==> src/core/crsc_pkg.sv <==
/*
 Shared constants and types of the clock rate and step control block.
 Assumes a 50 MHz pclk and an APB master with 32-bit data.
*/
package crsc_pkg;

	localparam int CLK_HZ = 50_000_000;
	localparam int SRC_HZ = 500_000;
	localparam int OSC_DIV = CLK_HZ / SRC_HZ;
	localparam int STEP_CPS_MIN = 5;
	localparam int STEP_CPS_MAX = 35;
	localparam logic [5:0] STEP_CPS_RST = 6'h14;

	localparam logic [11:0] ADDR_CMD = 12'h000;
	localparam logic [11:0] ADDR_STATUS = 12'h004;
	localparam logic [11:0] ADDR_STEP_RATE = 12'h008;
	localparam logic [11:0] ADDR_PULSE_CNT = 12'h00C;

	localparam int CMD_SEL_NORMAL = 0;
	localparam int CMD_SEL_TEST = 1;
	localparam int CMD_MODE_REL = 2;
	localparam int CMD_SEL_DRUM = 3;
	localparam int CMD_SEL_OSC = 4;
	localparam int CMD_SRC_REL = 5;
	localparam int CMD_RATE_REL = 6;
	localparam int CMD_START = 7;
	localparam int CMD_STEP = 8;
	localparam int CMD_STOP = 9;
	localparam int CMD_RATE_LSB = 10;
	localparam int CMD_RATE_SET = 13;

	localparam logic [2:0] RATE_HIGH = 3'h0;
	localparam logic [2:0] RATE_MSTEP_OP = 3'h1;
	localparam logic [2:0] RATE_MSTEP_CLK = 3'h2;
	localparam logic [2:0] RATE_MSTEP_DIST = 3'h3;
	localparam logic [2:0] RATE_ASTEP_CLK = 3'h4;
	localparam logic [2:0] RATE_ASTEP_OP = 3'h5;

	localparam int PIN_DRUM = 0;
	localparam int PIN_STEP = 1;
	localparam int PIN_ADV = 2;
	localparam int PIN_WAIT = 3;
	localparam int PIN_RESUME = 4;
	localparam int PIN_EOI = 5;
	localparam int PIN_STOP = 6;
	localparam int PIN_N = 7;

	typedef enum logic [1:0] {MODE_NONE, MODE_NORMAL, MODE_TEST} crsc_mode_type;
	typedef enum logic [2:0] {GATE_OFF, GATE_TO_ADV, GATE_TO_EOI, GATE_CONT} crsc_gate_type;

	typedef struct packed {
		logic psel;
		logic penable;
		logic pwrite;
		logic [11:0] paddr;
		logic [31:0] pwdata;
	} crsc_apb_req_type;

	typedef struct packed {
		logic pready;
		logic pslverr;
		logic [31:0] prdata;
	} crsc_apb_rsp_type;

endpackage

==> src/core/crsc_top.sv <==
/*
 Clock rate and step control: selects the 500 kc source, gates controlled
 pulses continuously, singly or in bursts, and interlocks panel selections.
 Assumes distributor and panel pins are asynchronous to pclk.
*/
`timescale 1ns/1ns
module crsc_top #(
	parameter int STEP_ACC_LIMIT = crsc_pkg::CLK_HZ
) (
	input wire logic pclk,
	input wire logic presetn,
	input wire crsc_pkg::crsc_apb_req_type apb_req,
	output crsc_pkg::crsc_apb_rsp_type apb_rsp,
	input wire logic drum_clock_pin,
	input wire logic step_button_pin,
	input wire logic distributor_advance_pin,
	input wire logic wait_pin,
	input wire logic resume_pin,
	input wire logic end_of_instruction_pulse_pin,
	input wire logic stop_pin,
	output logic controlled_clock_pulse,
	output logic dist_stop,
	output logic ready,
	output logic operating,
	output logic clock_source_drum,
	output logic step_osc_enable,
	output logic addr_counter_manual_enable,
	output logic panel_set_enable,
	output logic mt_write_test_enable
);

	typedef struct packed {
		logic [crsc_pkg::PIN_N-1:0] s1;
		logic [crsc_pkg::PIN_N-1:0] s2;
		logic [crsc_pkg::PIN_N-1:0] s3;
		logic [6:0] osc_cnt;
		logic [25:0] acc;
		crsc_pkg::crsc_mode_type mode;
		logic src_held;
		logic src_drum;
		logic rate_valid;
		logic [2:0] rate;
		logic op;
		logic dist_stop;
		crsc_pkg::crsc_gate_type gate;
		logic pend;
		logic wait_hold;
		logic cc;
		logic [5:0] step_cps;
		logic [15:0] pulse_cnt;
		logic ready;
		logic osc_en;
		logic addr_cnt_en;
		logic set_en;
		logic mtw_en;
		crsc_pkg::crsc_apb_rsp_type rsp;
	} crsc_state_type;

	crsc_state_type st_q;
	crsc_state_type st_d;

	logic [crsc_pkg::PIN_N-1:0] pins;
	logic [crsc_pkg::PIN_N-1:0] rise;
	logic setup;
	logic wr;
	logic [31:0] cmd;
	logic src_tick;
	logic auto_tick;
	logic trig;
	logic stop_ev;
	logic auto_mode;
	logic [26:0] acc_sum;
	logic [31:0] rdata;
	logic hit;

	assign pins = {stop_pin, end_of_instruction_pulse_pin, resume_pin, wait_pin,
		distributor_advance_pin, step_button_pin, drum_clock_pin};

	////////////////////////////////////////////////////////////////////////
	always_comb begin
		st_d = st_q;
		// Pin synchronisers and edge detect
		st_d.s1 = pins;
		st_d.s2 = st_q.s1;
		st_d.s3 = st_q.s2;
		rise = st_q.s2 & ~st_q.s3;

		setup = apb_req.psel & ~apb_req.penable;
		wr = apb_req.psel & apb_req.penable & st_q.rsp.pready & apb_req.pwrite;
		cmd = (wr && apb_req.paddr == crsc_pkg::ADDR_CMD) ? apb_req.pwdata : 32'h0;

		// Local 500 kc oscillator
		if (st_q.osc_cnt == 7'(crsc_pkg::OSC_DIV - 1)) begin
			st_d.osc_cnt = 7'h00;
		end else begin
			st_d.osc_cnt = st_q.osc_cnt + 7'h01;
		end
		// Selected source tick
		src_tick = st_q.src_drum ? rise[crsc_pkg::PIN_DRUM] : (st_q.osc_cnt == 7'h00);

		// Step oscillator, rate in cycles per second
		auto_mode = st_q.rate_valid &&
			(st_q.rate == crsc_pkg::RATE_ASTEP_CLK || st_q.rate == crsc_pkg::RATE_ASTEP_OP);
		acc_sum = {1'b0, st_q.acc} + {21'h0, st_q.step_cps};
		auto_tick = 1'b0;
		if (!st_q.osc_en) begin
			st_d.acc = 26'h0;
		end else if (acc_sum >= 27'(STEP_ACC_LIMIT)) begin
			st_d.acc = 26'(acc_sum - 27'(STEP_ACC_LIMIT));
			auto_tick = 1'b1;
		end else begin
			st_d.acc = acc_sum[25:0];
		end

		// Mode selection
		if (!st_q.op) begin
			if (cmd[crsc_pkg::CMD_MODE_REL]) begin
				st_d.mode = crsc_pkg::MODE_NONE;
			end else if (st_q.mode == crsc_pkg::MODE_NONE && cmd[crsc_pkg::CMD_SEL_NORMAL]) begin
				st_d.mode = crsc_pkg::MODE_NORMAL;
				st_d.src_held = 1'b1;
				st_d.src_drum = 1'b1;
				st_d.rate_valid = 1'b1;
				st_d.rate = crsc_pkg::RATE_HIGH;
			end else if (st_q.mode == crsc_pkg::MODE_NONE && cmd[crsc_pkg::CMD_SEL_TEST]) begin
				st_d.mode = crsc_pkg::MODE_TEST;
			end
			// Clock source selection
			if (cmd[crsc_pkg::CMD_SRC_REL]) begin
				st_d.src_held = 1'b0;
			end else if (!st_q.src_held && st_q.mode == crsc_pkg::MODE_TEST) begin
				if (cmd[crsc_pkg::CMD_SEL_DRUM]) begin
					st_d.src_held = 1'b1;
					st_d.src_drum = 1'b1;
				end else if (cmd[crsc_pkg::CMD_SEL_OSC]) begin
					st_d.src_held = 1'b1;
					st_d.src_drum = 1'b0;
				end
			end
			// Rate selection
			if (cmd[crsc_pkg::CMD_RATE_REL]) begin
				st_d.rate_valid = 1'b0;
			end else if (cmd[crsc_pkg::CMD_RATE_SET] && st_q.mode == crsc_pkg::MODE_TEST &&
				cmd[crsc_pkg::CMD_RATE_LSB+:3] <= crsc_pkg::RATE_ASTEP_OP) begin
				st_d.rate_valid = 1'b1;
				st_d.rate = cmd[crsc_pkg::CMD_RATE_LSB+:3];
			end
		end

		// Step rate register
		if (wr && apb_req.paddr == crsc_pkg::ADDR_STEP_RATE) begin
			if (apb_req.pwdata[5:0] < 6'(crsc_pkg::STEP_CPS_MIN)) begin
				st_d.step_cps = 6'(crsc_pkg::STEP_CPS_MIN);
			end else if (apb_req.pwdata[5:0] > 6'(crsc_pkg::STEP_CPS_MAX)) begin
				st_d.step_cps = 6'(crsc_pkg::STEP_CPS_MAX);
			end else begin
				st_d.step_cps = apb_req.pwdata[5:0];
			end
		end

		// Start and stop
		stop_ev = rise[crsc_pkg::PIN_STOP] | cmd[crsc_pkg::CMD_STOP];
		trig = 1'b0;
		if (stop_ev) begin
			st_d.op = 1'b0;
			st_d.dist_stop = 1'b1;
			st_d.gate = crsc_pkg::GATE_OFF;
			st_d.pend = 1'b0;
		end else if (!st_q.op && st_q.ready && cmd[crsc_pkg::CMD_START]) begin
			st_d.op = 1'b1;
			st_d.dist_stop = 1'b0;
			st_d.wait_hold = 1'b0;
			trig = (st_q.rate == crsc_pkg::RATE_HIGH);
		end else if (st_q.op) begin
			unique case (st_q.rate)
				crsc_pkg::RATE_HIGH: trig = 1'b0;
				crsc_pkg::RATE_ASTEP_CLK, crsc_pkg::RATE_ASTEP_OP: trig = auto_tick;
				default: trig = rise[crsc_pkg::PIN_STEP] | cmd[crsc_pkg::CMD_STEP];
			endcase
		end
		if (trig && st_q.gate == crsc_pkg::GATE_OFF) begin
			st_d.pend = 1'b1;
		end

		// Wait holds off the advance until resume
		if (rise[crsc_pkg::PIN_WAIT]) begin
			st_d.wait_hold = 1'b1;
		end else if (rise[crsc_pkg::PIN_RESUME]) begin
			st_d.wait_hold = 1'b0;
		end

		// Burst end conditions
		if (!stop_ev) begin
			unique case (st_q.gate)
				crsc_pkg::GATE_TO_ADV: begin
					if (rise[crsc_pkg::PIN_ADV] && !st_q.wait_hold) begin
						st_d.gate = crsc_pkg::GATE_OFF;
					end
				end
				crsc_pkg::GATE_TO_EOI: begin
					if (rise[crsc_pkg::PIN_EOI]) begin
						st_d.gate = crsc_pkg::GATE_OFF;
					end
				end
				default: begin
				end
			endcase
		end

		// Gate acts on whole source pulses only
		st_d.cc = 1'b0;
		if (src_tick && st_q.op && !stop_ev) begin
			if (st_d.gate != crsc_pkg::GATE_OFF) begin
				st_d.cc = 1'b1;
			end else if (st_q.pend) begin
				st_d.cc = 1'b1;
				st_d.pend = 1'b0;
				unique case (st_q.rate)
					crsc_pkg::RATE_HIGH: st_d.gate = crsc_pkg::GATE_CONT;
					crsc_pkg::RATE_MSTEP_DIST: st_d.gate = crsc_pkg::GATE_TO_ADV;
					crsc_pkg::RATE_MSTEP_OP, crsc_pkg::RATE_ASTEP_OP: st_d.gate = crsc_pkg::GATE_TO_EOI;
					default: st_d.gate = crsc_pkg::GATE_OFF;
				endcase
			end
		end
		if (st_d.cc) begin
			st_d.pulse_cnt = st_q.pulse_cnt + 16'h0001;
		end

		// Registered panel outputs
		st_d.ready = st_d.mode != crsc_pkg::MODE_NONE && st_d.src_held && st_d.rate_valid;
		st_d.osc_en = auto_mode && st_d.op;
		st_d.addr_cnt_en = !st_d.op;
		st_d.set_en = st_d.mode == crsc_pkg::MODE_TEST && st_d.ready;
		st_d.mtw_en = st_d.mode != crsc_pkg::MODE_NORMAL;

		// APB read data, prepared in the setup cycle
		hit = 1'b1;
		unique case (apb_req.paddr)
			crsc_pkg::ADDR_CMD: rdata = 32'h0;
			crsc_pkg::ADDR_STATUS: rdata = {16'h0, st_q.wait_hold, st_q.dist_stop, 1'b0,
				st_q.gate, st_q.op, st_q.ready, st_q.rate, st_q.rate_valid,
				st_q.src_drum, st_q.src_held, st_q.mode};
			crsc_pkg::ADDR_STEP_RATE: rdata = {26'h0, st_q.step_cps};
			crsc_pkg::ADDR_PULSE_CNT: rdata = {16'h0, st_q.pulse_cnt};
			default: begin
				rdata = 32'h0;
				hit = 1'b0;
			end
		endcase
		st_d.rsp.pready = setup;
		st_d.rsp.pslverr = setup & ~hit;
		st_d.rsp.prdata = (setup && !apb_req.pwrite) ? rdata : 32'h0;
	end

	////////////////////////////////////////////////////////////////////////
	always_ff @(posedge pclk or negedge presetn) begin
		if (!presetn) begin
			st_q <= '{s1: '0, s2: '0, s3: '0, osc_cnt: 7'h00, acc: 26'h0,
				mode: crsc_pkg::MODE_NONE, src_held: 1'b0, src_drum: 1'b1,
				rate_valid: 1'b0, rate: crsc_pkg::RATE_HIGH, op: 1'b0,
				dist_stop: 1'b1, gate: crsc_pkg::GATE_OFF, pend: 1'b0,
				wait_hold: 1'b0, cc: 1'b0, step_cps: crsc_pkg::STEP_CPS_RST,
				pulse_cnt: 16'h0000, ready: 1'b0, osc_en: 1'b0, addr_cnt_en: 1'b1,
				set_en: 1'b0, mtw_en: 1'b1, rsp: '0};
		end else begin
			st_q <= st_d;
		end
	end

	assign apb_rsp = st_q.rsp;
	assign controlled_clock_pulse = st_q.cc;
	assign dist_stop = st_q.dist_stop;
	assign ready = st_q.ready;
	assign operating = st_q.op;
	assign clock_source_drum = st_q.src_drum;
	assign step_osc_enable = st_q.osc_en;
	assign addr_counter_manual_enable = st_q.addr_cnt_en;
	assign panel_set_enable = st_q.set_en;
	assign mt_write_test_enable = st_q.mtw_en;

endmodule

==> config.mk <==
export PLATFORM = sky130hd
export DESIGN_NAME = crsc_top
export DESIGN_NICKNAME = d
export VERILOG_FILES = /design/src/core/crsc_pkg.sv /design/src/core/crsc_top.sv
export SDC_FILE = /design/constraint.sdc
export NUM_CORES = 1
export LEC_CHECK = 0
export BUFFER_PORTS_ARGS = -buffer_cell sky130_fd_sc_hd__buf_2
export CELL_PAD_IN_SITES_DETAIL_PLACEMENT = 2
export CELL_PAD_IN_SITES_GLOBAL_PLACEMENT = 2
export CORE_UTILIZATION = 36
export CTS_CLUSTER_DIAMETER = 120
export DETAILED_ROUTE_END_ITERATION = 7
export GPL_ROUTABILITY_DRIVEN = 0
export MAX_ROUTING_LAYER = met4
export PLACE_DENSITY = 0.83
export SYNTH_ARGS = -nofsm -noshare
export SYNTH_HDL_FRONTEND = slang
export SYNTH_SLANG_ARGS = --single-unit
==> constraint.sdc <==
create_clock -name pclk -period 5 [get_ports pclk]
set_input_delay 0.5 -clock pclk [delete_from_list [all_inputs] [get_ports pclk]]
set_output_delay 0.5 -clock pclk [all_outputs]
set_load 0.01 [all_outputs]
==> results.md, run 1 <==
- Status: finished, final reports clean
- Cts hold-fix bufs: 0
- Reg2reg path depth: 11
- Die span in x: roughly 140 µm
- CP Class: flip-flop to flip-flop
- Worst Setup End Kind: flip-flop
- Post-route DRC: 0
- Setup WS post-layout: around 0.6 ns
- Worst r2r src: st_q[57]
- Clock Skew: about 0.012 ns
- TritonCTS buffer count: 17
- Die height: approximately 140 µm
- Yosys reg bits: approximately 120
- Mapped Area: roughly 6500 µm²
- Synth warn: 0
- Initial antenna violation count: 0
- Post-synth EDFFs: 0
- Slowest CP cell: o21ai_1
- Clock transition at path regs: about 0.070 ns
- Antenna Cells: 0
- Startpoint class of the critical path: flip-flop
- Placement Setup Slack: between 0.7 and 0.8 ns
- Final cell count without fillers: about 940
- Max-slew violations: 0
- Worst Hold Class: input port to async pin
- Clock Sinks: approximately 120
- Drt first pass iters: 4
- Drt via density: about 5.6
- Critical Path AT: approximately 4.7 ns
- Clk_lat worst skew: 0.42 ns
- Post-Place Cells: between 900 and 1000
- Core area: ~18000 µm²
- CP Buf/Inv Count: 0
- Final min period: between 4 and 5 ns
- Routed Antenna Nets: 0
- CTS tree: yes
- Pleak: about 0.0033 µW
- Area grow syn2layout: 13.5%
- Count of final hold-check violations: 0
- Setup violators final: 0
- Register-to-Register Setup Slack: between 0.6 and 0.7 ns
- RSZ-0062 raised after global routing: no
- Post-CTS sizing: 0
- Die Area: 18700 µm²
- Routed WL: about 21000 µm
- Share of layout cells above drive strength 1: about 22%
- Cell Pwr Density: 302 nW/µm²
- Ports: around 100
- Total Power: around 2200 µW
- DP HPWL: ~15000 µm
- Worst path depth: 11
- Seq/Total Area, Yosys: between 40% and 50%
- R2R Path End: st_q[87]
- Total Routing Usage GR: between 20 and 30%
- Crit share post-route: between 80% and 90%
- Initial Util: 37.3%
- Total global routing overflow: 0
- Dominant synthesized flop cell: dfrtp_1
- Crit Path Max Fanout: 12
- Crit-path cells: ha_1 > o211ai_1 > o21ai_1 > nand3_1 > xor2_1 > ha_1 > a21bo_2 > o311ai_1 > nand3_2 > o311a_1 > a31o_2
- Longest Clk Path Bufs: 2
- Max incr delay on CP: about 0.58 ns
- Vias in the first global route: approximately 6000
- Post-Synthesis Cells: roughly 660
- Global-route wire length before repair: between 30000 and 40000 µm
- Starting DRT DRC Count: 249
- Final hold slack: 0.123 ns
- Slew @ Worst Pin: 1.21 ns
- Number of max-cap violations: 0
- Average cell area after synthesis: 9.99 µm²
- Max transition margin: 18.3%
- Fmax: between 200 and 250 MHz
- Post-CTS Setup Bufs: 0
- Crit path to: st_q[87]
- Share of flip-flops with an asynchronous set or reset: 100%
- Setup crit start: st_q[57]
- Number of port buffers: 64
- Fin nets: 770
- Detailed-route wire length per cell: 22.6 µm
- Unique cell type count in the Yosys netlist: 96
- H-tree Lvls: 4
- Largest net degree at the start of global routing: between 60 and 70
- Std-Cell Rows: 48
- Data required, critical path: approximately 5.3 ns
- CTS Root Cell: clkbuf_16
- Kind of cell adding the most delay to the critical path: compound AO/OA/AOI/OAI gates
- Vias: between 5000 and 6000
- Most frequent CP cell: ha_1
- Worst VDD drop: approximately 240 µV
- Setup TNS: 0 ns
synth_stat cells (all sizes together) (7+ instances only):
| cell type | n | area (µm²) |
|---|---|---|
| ha | 10 | 125 |
| dfrtp | 109 | 2730 |
| nand2b | 7 | 43.8 |
| xnor2 | 31 | 298 |
| or2 | 12 | 75.1 |
| o21ai | 27 | 135 |
| nand2 | 53 | 199 |
| nor2 | 56 | 210 |
| mux2 | 9 | 101 |
| inv | 28 | 105 |
| and3 | 8 | 57.6 |
| a31oi | 8 | 50.1 |
| mux2i | 19 | 190 |
| xor2 | 15 | 139 |
| or3 | 11 | 70.1 |
| buf | 42 | 303 |
| a22oi | 7 | 57.6 |
| nor4 | 8 | 80.1 |
| a21oi | 23 | 115 |
| nor3 | 16 | 85.1 |
| nand4 | 13 | 103 |
| and2 | 12 | 76.3 |
| clkbuf | 11 | 81.3 |
| nand3 | 27 | 145 |
flip-flops by register name, summed over array words and instances, names as in the netlist:
name / cells
apb_rsp: 18
mt_write_test_enable: 1
st_d: 14
addr_counter_manual_enable: 1
operating: 1
controlled_clock_pulse: 1
ready: 1
dist_stop: 1
step_osc_enable: 1
panel_set_enable: 1
clock_source_drum: 1
st_q: 74
worst min-delay path by stage:
| stage | from | endpoint | slack (ns) | cells after the start |
|---|---|---|---|---|
| after floorplan | presetn | apb_rsp[0] | 0.20 | 0 |
| after global placement | st_d[118] | st_d[111] | 0.33 | 0 |
| after detailed placement | st_d[119] | st_d[112] | 0.34 | 0 |
| after CTS | presetn | apb_rsp[15] | 0.16 | 1 |
| after global routing | end_of_instruction_pulse_pin | st_d[122] | 0.16 | 1 |
| final | presetn | apb_rsp[15] | 0.12 | 1 |
worst register-to-register path: cells and delay by family, from the launching register on:
| family | cells | cell delay (ns) |
|---|---|---|
| DFF | 1 | 0.55 |
| and+or+nand+nor | 2 | 0.61 |
| AOI/OAI and AO/OA | 6 | 2.23 |
| adders and majority gates | 2 | 0.63 |
| xor gates and xnor gates | 1 | 0.27 |
final cells by class:
class / count / area [µm²]
clock inverter: 13 / 154
clock buffer: 19 / 433
multi-input combinational: 474 / 3230
timing repair buffer: 67 / 345
fill: 1869 / 10100
inverter: 28 / 105
tap: 225 / 282
sequential: 115 / 2890
logic make-up (layout without fill, tap and decap cells):
| family | count (synthesis) | count (layout) | synth area share, % |
|---|---|---|---|
| AO/OA/AOI/OAI | 121 | 121 | 13.8 |
| XOR/XNOR | 46 | 46 | 6.67 |
| adder cells (fa/ha/maj) | 12 | 12 | 2.37 |
| buffers and inverters | 81 | 127 | 7.47 |
| flip-flops | 115 | 115 | 44.1 |
| multiplexers | 28 | 28 | 4.45 |
| other | 1 | 16 | 0.0573 |
| AND/OR/NAND/NOR | 251 | 251 | 21.1 |
stage by stage:
stage          util (%)  area [µm²]
2_1_floorplan         -        6600
5_1_grt            42.4        7430
3_5_place_dp       39.0        6850
4_1_cts            42.4        7430
3_3_place_gp       39.0        6850
6_report           42.4        7430
layout by cell type (no fill, tap or decap), drive strengths merged, types with 7 or more instances in the layout:
master  Yosys  layout
xnor2      31      31
nand3      27      27
and3        8       8
or2        12      12
mux2        9       9
ha         10      10
nand2      53      53
and2       12      12
mux2i      19      19
inv        28      30
nand4      13      13
nor4        8       8
a31oi       8       8
nor2       56      56
a21oi      23      23
a22oi       7       7
or3        11      11
buf        42      67
nor3       16      16
conb        1      16
nand2b      7       7
clkbuf     11      19
dfrtp     109     109
xor2       15      15
o21ai      27      27
metal layers:
layer  wire (µm)  track usage [%]  up-vias
met2       11000             43.2      104
li1            -                -     2376
met3         610             4.15       36
met5           0                -        -
met4         408             8.55        0
met1        9250             29.9     2797
power breakdown:
| part | internal, µW | switching [µW] | leakage, µW | total [µW] |
|---|---|---|---|---|
| logic | 20.1 | 48.7 | 0.00155 | 68.8 |
| registers | 941 | 4.56 | 0.00150 | 946 |
| clock network | 741 | 489 | 0.000272 | 1230 |
Power figures use the tool's default switching activity.
==> run 2: changes to the inputs <==
==> config.mk (replaced) <==
export PLATFORM = sky130hd
export DESIGN_NAME = crsc_top
export DESIGN_NICKNAME = d
export VERILOG_FILES = /design/src/core/crsc_pkg.sv /design/src/core/crsc_top.sv
export SDC_FILE = /design/constraint.sdc
export NUM_CORES = 1
export LEC_CHECK = 0
export CELL_PAD_IN_SITES_DETAIL_PLACEMENT = 2
export CELL_PAD_IN_SITES_GLOBAL_PLACEMENT = 2
export CORE_MARGIN = 8
export CORE_UTILIZATION = 40
export CTS_CLUSTER_DIAMETER = 120
export DETAILED_ROUTE_END_ITERATION = 7
export DONT_BUFFER_PORTS = 1
export GPL_ROUTABILITY_DRIVEN = 0
export HOLD_SLACK_MARGIN = 0.15
export MAX_ROUTING_LAYER = met4
export PLACE_DENSITY = 0.82
export SYNTH_ARGS = -nofsm -noshare
export SYNTH_HDL_FRONTEND = slang
export SYNTH_SLANG_ARGS = --single-unit
==> run 2 against run 1 <==
  * Sequential power about the same
  * Flip-flop and latch count unchanged
  * Global-route usage shrank 3.5 points
  * Combinational power fell by 28%
  * Final area decreased by 3.2%
  * Critical path depth did not move
  * Via count down 4.8%
  * Routed wire length down 3.4%
  * Non-clock buffer count fell by 55
  * Clock power is essentially flat
  * Clock skew down 0.0020 ns
==> results.md, run 2 (synthesized netlist as in run 1, its figures left out) <==
- Commonest cells after routing, fill and taps aside: dfrtp_1 (109), nor2_1 (56), nand2_1 (53), xnor2_1 (29), inv_1 (28)
- Max-slew violations: 0 (unchanged)
- Area of the multi-input gates: 3230 µm² (unchanged)
- Final min period: 4.47 ns (+0.0690 ns)
- Std-Cell Rows: 46 (-4.2%)
- Ports: 99 (unchanged)
- Count of final hold-check violations: 0 (unchanged)
- Max transition margin: 12.7% (-5.6 points)
- Commonest non-fill, non-tap cell in the layout: dfrtp_1
- Critical Path AT: 4.79 ns (+0.08 ns)
- Max incr delay on CP: 0.66 ns (+0.08 ns)
- Clock Sinks: 115 (unchanged)
- CTS Root Cell: clkbuf_16
- Drt first pass iters: 4 (unchanged)
- Filler cells: 1680 (-10%)
- Vias in the first global route: 5881 (-2.2%)
- Final Util: 45.1% (+2.7 points)
- Worst Hold Class: input port to flip-flop
- Global-route wire length before repair: 33400 µm (-1.9%)
- Detailed-route wire length per cell: 23.5 µm (+3.7%)
- Area grow syn2layout: 9.90%
- Vias: 5056 (-4.8%)
- Fin nets: 715 (-7.1%)
- Die Area: 20700 µm² (+11%)
- TritonCTS buffer count: 17 (unchanged)
- Initial antenna violation count: 0 (unchanged)
- Worst hold path cell count: 1
- Reg2reg path depth: 11 (unchanged)
- Share of layout cells above drive strength 1: 13.8% (-7.7 points)
- Final hold slack: 0.171 ns (+0.0476 ns)
- Total Routing Usage GR: 21.7% (-3.5 points)
- CP Buf/Inv Count: 0 (unchanged)
- RSZ-0062 raised after global routing: no
- Cell Pwr Density: 306 nW/µm² (+1.4%)
- Initial Util: 41.1% (+3.7 points)
- Biggest register: st_q
- Die height: 144 µm (+5.2%)
- Post-CTS sizing: 0 (unchanged)
- Startpoint class of the critical path: flip-flop
- DP HPWL: 14000 µm (-4.6%)
- Register-to-Register Setup Slack: 0.53 ns (-0.07 ns)
- Worst VDD drop: 309 µV (+28%)
- Slew @ Worst Pin: 1.30 ns (+0.0837 ns)
- Sequential Area: 2890 µm² (unchanged)
- H-tree Lvls: 4 (unchanged)
- Total global routing overflow: 0 (unchanged)
- Crit-path cells: ha_1 > o211ai_1 > o21ai_1 > nand3_1 > xor2_1 > ha_1 > a21bo_2 > o311ai_1 > nand3_2 > o311a_1 > a31o_2
- Worst path depth: 11 (unchanged)
- Largest net degree at the start of global routing: 116 (+84%)
- Setup WS post-layout: 0.534 ns (-0.0690 ns)
- Kind of cell adding the most delay to the critical path: compound AO/OA/AOI/OAI gates
- Routed WL: 20600 µm (-3.4%)
- Crit share post-route: 89.3% (+1.4 points)
- Starting DRT DRC Count: 378 (+52%)
- Most frequent CP cell: ha_1
- Crit Path Max Fanout: 12 (unchanged)
- Clock transition at path regs: 0.06 ns (about the same)
- Drt via density: 5.77 (+2.1%)
- Placement Setup Slack: 0.717 ns (+0.00196 ns)
- Status: finished, final reports clean
- Clk_lat worst skew: 0.44 ns (+0.02 ns)
- Pleak: 0.00308 µW (-7.2%)
- Setup TNS: 0 ns (unchanged)
- Data required, critical path: 5.32 ns (about the same)
- Die span in x: 144 µm (+5.2%)
- CTS tree: yes
- Slowest CP cell: o21ai_1
- Core area: 15900 µm² (-9.1%)
- Setup violators final: 0 (unchanged)
- CP Class: flip-flop to flip-flop
- Fmax: 224 MHz (-1.5%)
- Clock Skew: 0.00980 ns (-0.00201 ns)
- Post-route DRC: 0 (unchanged)
- Worst Setup End Kind: flip-flop
- Number of port buffers: 0 (-100%)
- Max reg flops: 74 (unchanged)
- Antenna Cells: 0 (unchanged)
- Number of max-cap violations: 0 (unchanged)
- Routed Antenna Nets: 0 (unchanged)
- Longest Clk Path Bufs: 2 (unchanged)
[run 2: cell types whose count changed in the layout (fill, tap and decap cells not counted), moves of 2 or more]
cell,delta
clkinv_4,-3
buf_4,-2
inv_6,+3
buf_2,-63
dlygate4sd3_1,+9
inv_8,+2
[run 2: per-layer routing]
metal  wire length [µm]  GRT usage, %
met1               8820          25.3
met2              10400          35.4
met3               1030          6.47
met4                371          6.64
met5                  0             -
[run 2: path summary, 6_finish.rpt]
path / startpoint / endpoint
worst max-delay path: st_q[59] / st_q[87]
worst min-delay path: apb_req[6] / st_q[72]
worst max register to register: st_q[59] / st_q[87]
worst min register to register: st_d[117] / st_d[110]
max in group asynchronous: presetn / st_d[118]
min in group asynchronous: presetn / panel_set_enable
[run 2: stage by stage]
step | instances | area (µm²) | power [µW]
finish | 877 | 7190 | 2200
global route | 877 | 7190 | 2270
CTS | 877 | 7190 | 2230
detailed placement | 835 | 6500 | 985
global placement | 835 | 6500 | 983
floorplan | 670 | 6600 | 994
[run 2: power by group]
group	leakage (µW)	internal, µW	total (µW)	switching [µW]
Combinational	0.00131	15.8	49.6	33.8
Clock	0.000274	698	1210	509
Sequential	0.00150	941	947	5.17
[run 2: final cells by class]
class,count,area share [%]
Inverter,28,1.46
Tap cell,216,3.76
Clock buffer,18,5.97
Sequential cell,115,40.1
Timing Repair Buffer,12,1.84
Multi-Input combinational cell,474,44.9
Clock inverter,14,2.00
[run 2: timing repair]
item                                   4_1_cts  5_1_grt
hold buffers                                10        0
setup buffers                                0        0
endpoints found under the hold margin      123        0
==> run 3: changes to the inputs <==
--- a/config.mk
+++ b/config.mk
@@ -8,14 +8,14 @@
 export CELL_PAD_IN_SITES_DETAIL_PLACEMENT = 2
 export CELL_PAD_IN_SITES_GLOBAL_PLACEMENT = 2
 export CORE_MARGIN = 8
-export CORE_UTILIZATION = 40
+export CORE_UTILIZATION = 41
 export CTS_CLUSTER_DIAMETER = 120
 export DETAILED_ROUTE_END_ITERATION = 7
 export DONT_BUFFER_PORTS = 1
 export GPL_ROUTABILITY_DRIVEN = 0
 export HOLD_SLACK_MARGIN = 0.15
 export MAX_ROUTING_LAYER = met4
-export PLACE_DENSITY = 0.82
+export PLACE_DENSITY = 0.84
 export SYNTH_ARGS = -nofsm -noshare
 export SYNTH_HDL_FRONTEND = slang
 export SYNTH_SLANG_ARGS = --single-unit
==> run 3 against run 2 <==
  * Fmax is 0.85% higher
  * Via count is 0.34% higher
  * Sequential power hardly changed
  * Utilization is 0.57 points higher
==> results.md, run 3 (synthesized netlist as in run 1, its figures left out) <==
- Status: finished, final reports clean
- Post-route DRC: 0 (unchanged)
- Fmax: 226 MHz (+0.85%)
- Placement Setup Slack: 0.709 ns (-0.00837 ns)
- Biggest register: st_q
- Clock transition at path regs: 0.06 ns (about the same)
- CTS Root Cell: clkbuf_16
- Cts hold-fix bufs: 11 (+1)
- Die Area: 20300 µm² (-2.2%)
- Setup WS post-layout: 0.572 ns (+0.0378 ns)
- Vias in the first global route: 5907 (+0.44%)
- Setup TNS: 0 ns (unchanged)
- Setup violators final: 0 (unchanged)
- Data required, critical path: 5.31 ns (about the same)
- Commonest cells after routing, fill and taps aside: dfrtp_1 (109), nor2_1 (56), nand2_1 (53), xnor2_1 (29), inv_1 (28)
- TritonCTS buffer count: 17 (unchanged)
- Post-Place Cells: 836 (+0.12%)
- Total Routing Usage GR: 23.1% (+1.4 points)
- Longest Clk Path Bufs: 2 (unchanged)
- Max transition margin: 29.0% (+16 points)
- Die span in x: 142 µm (-1.1%)
- Final min period: 4.43 ns (-0.0378 ns)
- Share of layout cells above drive strength 1: 14.0% (+0.26 points)
- Area grow syn2layout: 10.1%
- Crit share post-route: 88.6% (-0.76 points)
- Crit Path Max Fanout: 12 (unchanged)
- Post-CTS Setup Bufs: 0 (unchanged)
- Core area: 15800 µm² (-1.1%)
- Clock Sinks: 115 (unchanged)
- Worst Setup End Kind: flip-flop
- Final hold slack: 0.195 ns (+0.0241 ns)
- Worst VDD drop: 289 µV (-6.4%)
- H-tree Lvls: 4 (unchanged)
- Initial antenna violation count: 1 (+1)
- Reg2reg path depth: 11 (unchanged)
- Global-route wire length before repair: 34700 µm (+3.7%)
- Max reg flops: 74 (unchanged)
- Final Util: 45.7% (+0.57 points)
- Post-CTS sizing: 0 (unchanged)
- RSZ-0062 raised after global routing: no
- Initial Util: 41.5% (+0.45 points)
- Fin nets: 717 (+0.28%)
- Drt via density: 5.76 (about the same)
- Std-Cell Rows: 46 (unchanged)
- Routed WL: 21500 µm (+4.4%)
- CTS tree: yes
- Largest net degree at the start of global routing: 116 (unchanged)
- HP Start: apb_req[35]
- Number of max-cap violations: 0 (unchanged)
- Hold Path End: apb_rsp[13]
- Slew @ Worst Pin: 1.06 ns (-0.242 ns)
- Number of port buffers: 0 (unchanged)
- Detailed-route wire length per cell: 24.4 µm (+4.0%)
- R2R Path End: st_q[87]
- Commonest non-fill, non-tap cell in the layout: dfrtp_1
- Clk_lat worst skew: 0.43 ns (about the same)
- Register-to-Register Setup Slack: 0.57 ns (+0.04 ns)
- Drt first pass iters: 4 (unchanged)
- Ports: 99 (unchanged)
- DP HPWL: 14700 µm (+4.8%)
- Clock Skew: 0.0137 ns (+0.00386 ns)
- Starting DRT DRC Count: 291 (-23%)
- CP Class: flip-flop to flip-flop
- Total global routing overflow: 0 (unchanged)
- Die height: 142 µm (-1.1%)
- Pleak: 0.00309 µW (+0.43%)
- Max-slew violations: 0 (unchanged)
- Worst hold path cell count: 2 (+1)
- Vias: 5073 (+0.34%)
- Final cell count without fillers: 880 (+0.34%)
- Critical Path AT: 4.74 ns (-0.05 ns)
- Worst r2r src: st_q[59]
- Count of final hold-check violations: 0 (unchanged)
- Cell Pwr Density: 304 nW/µm² (-0.72%)
- Setup crit start: st_q[59]
- Routed Antenna Nets: 0 (unchanged)
- Startpoint class of the critical path: flip-flop
- Worst Hold Class: input port to flip-flop
run 3: changes by cell type in the layout (fill, tap and decap cells not counted):
cell           change
clkinvlp_4         -1
clkbuf_8           +1
buf_4              +1
diode_2            +1
clkbuf_1           -1
inv_8              -3
clkinv_4           +1
dlygate4sd3_1      +1
clkinv_2           +3
run 3: area by class of cell:
cell class,instances,area [µm²]
clock buffers,18,439
repair buffers,14,150
multi-input cells,474,3230
clock inverters,14,126
well taps,216,270
fillers,1692,8560
diodes,1,2.50
flip-flops and latches,115,2890
inverters,28,105
run 3: how the worst max path moves through the flow:
stage / endpoint / slack, ns / depth (start not counted)
2_1_floorplan: st_q[101] / 1.47 / 13
6_report: st_q[87] / 0.57 / 11
4_1_cts: st_q[87] / 0.60 / 11
3_5_place_dp: st_q[87] / 0.71 / 11
5_1_grt: st_q[87] / 0.27 / 11
3_3_place_gp: st_q[87] / 0.95 / 13
run 3: routing by layer:
layer	part of all wire (%)	global-route usage (%)	vias to the layer above
met1	41	25.6	2647
met5	0	-	-
met2	53	39.2	122
met4	1.9	8.33	0
met3	4.4	6.34	34
li1	-	-	2270
run 3: report_power, final:
group | internal, µW | switching [µW]
Sequential | 942 | 5.29
Combinational | 16.3 | 34.3
Clock | 700 | 494
run 3: metrics by stage:
stage	instance area (µm²)	power (µW)
6_report	7210	2190
5_1_grt	7210	2250
4_1_cts	7200	2210
3_5_place_dp	6510	986
3_3_place_gp	6510	983
2_1_floorplan	6600	994
run 3: worst max-delay path, cell delays in order, from the launching register on:
cell and delay, ns:
dfstp_2 0.58, ha_1 0.27, o211ai_1 0.19, o21ai_1 0.70
nand3_1 0.18, xor2_1 0.27, ha_1 0.33, a21bo_2 0.25
o311ai_1 0.49, nand3_2 0.37, o311a_1 0.45, a31o_2 0.21
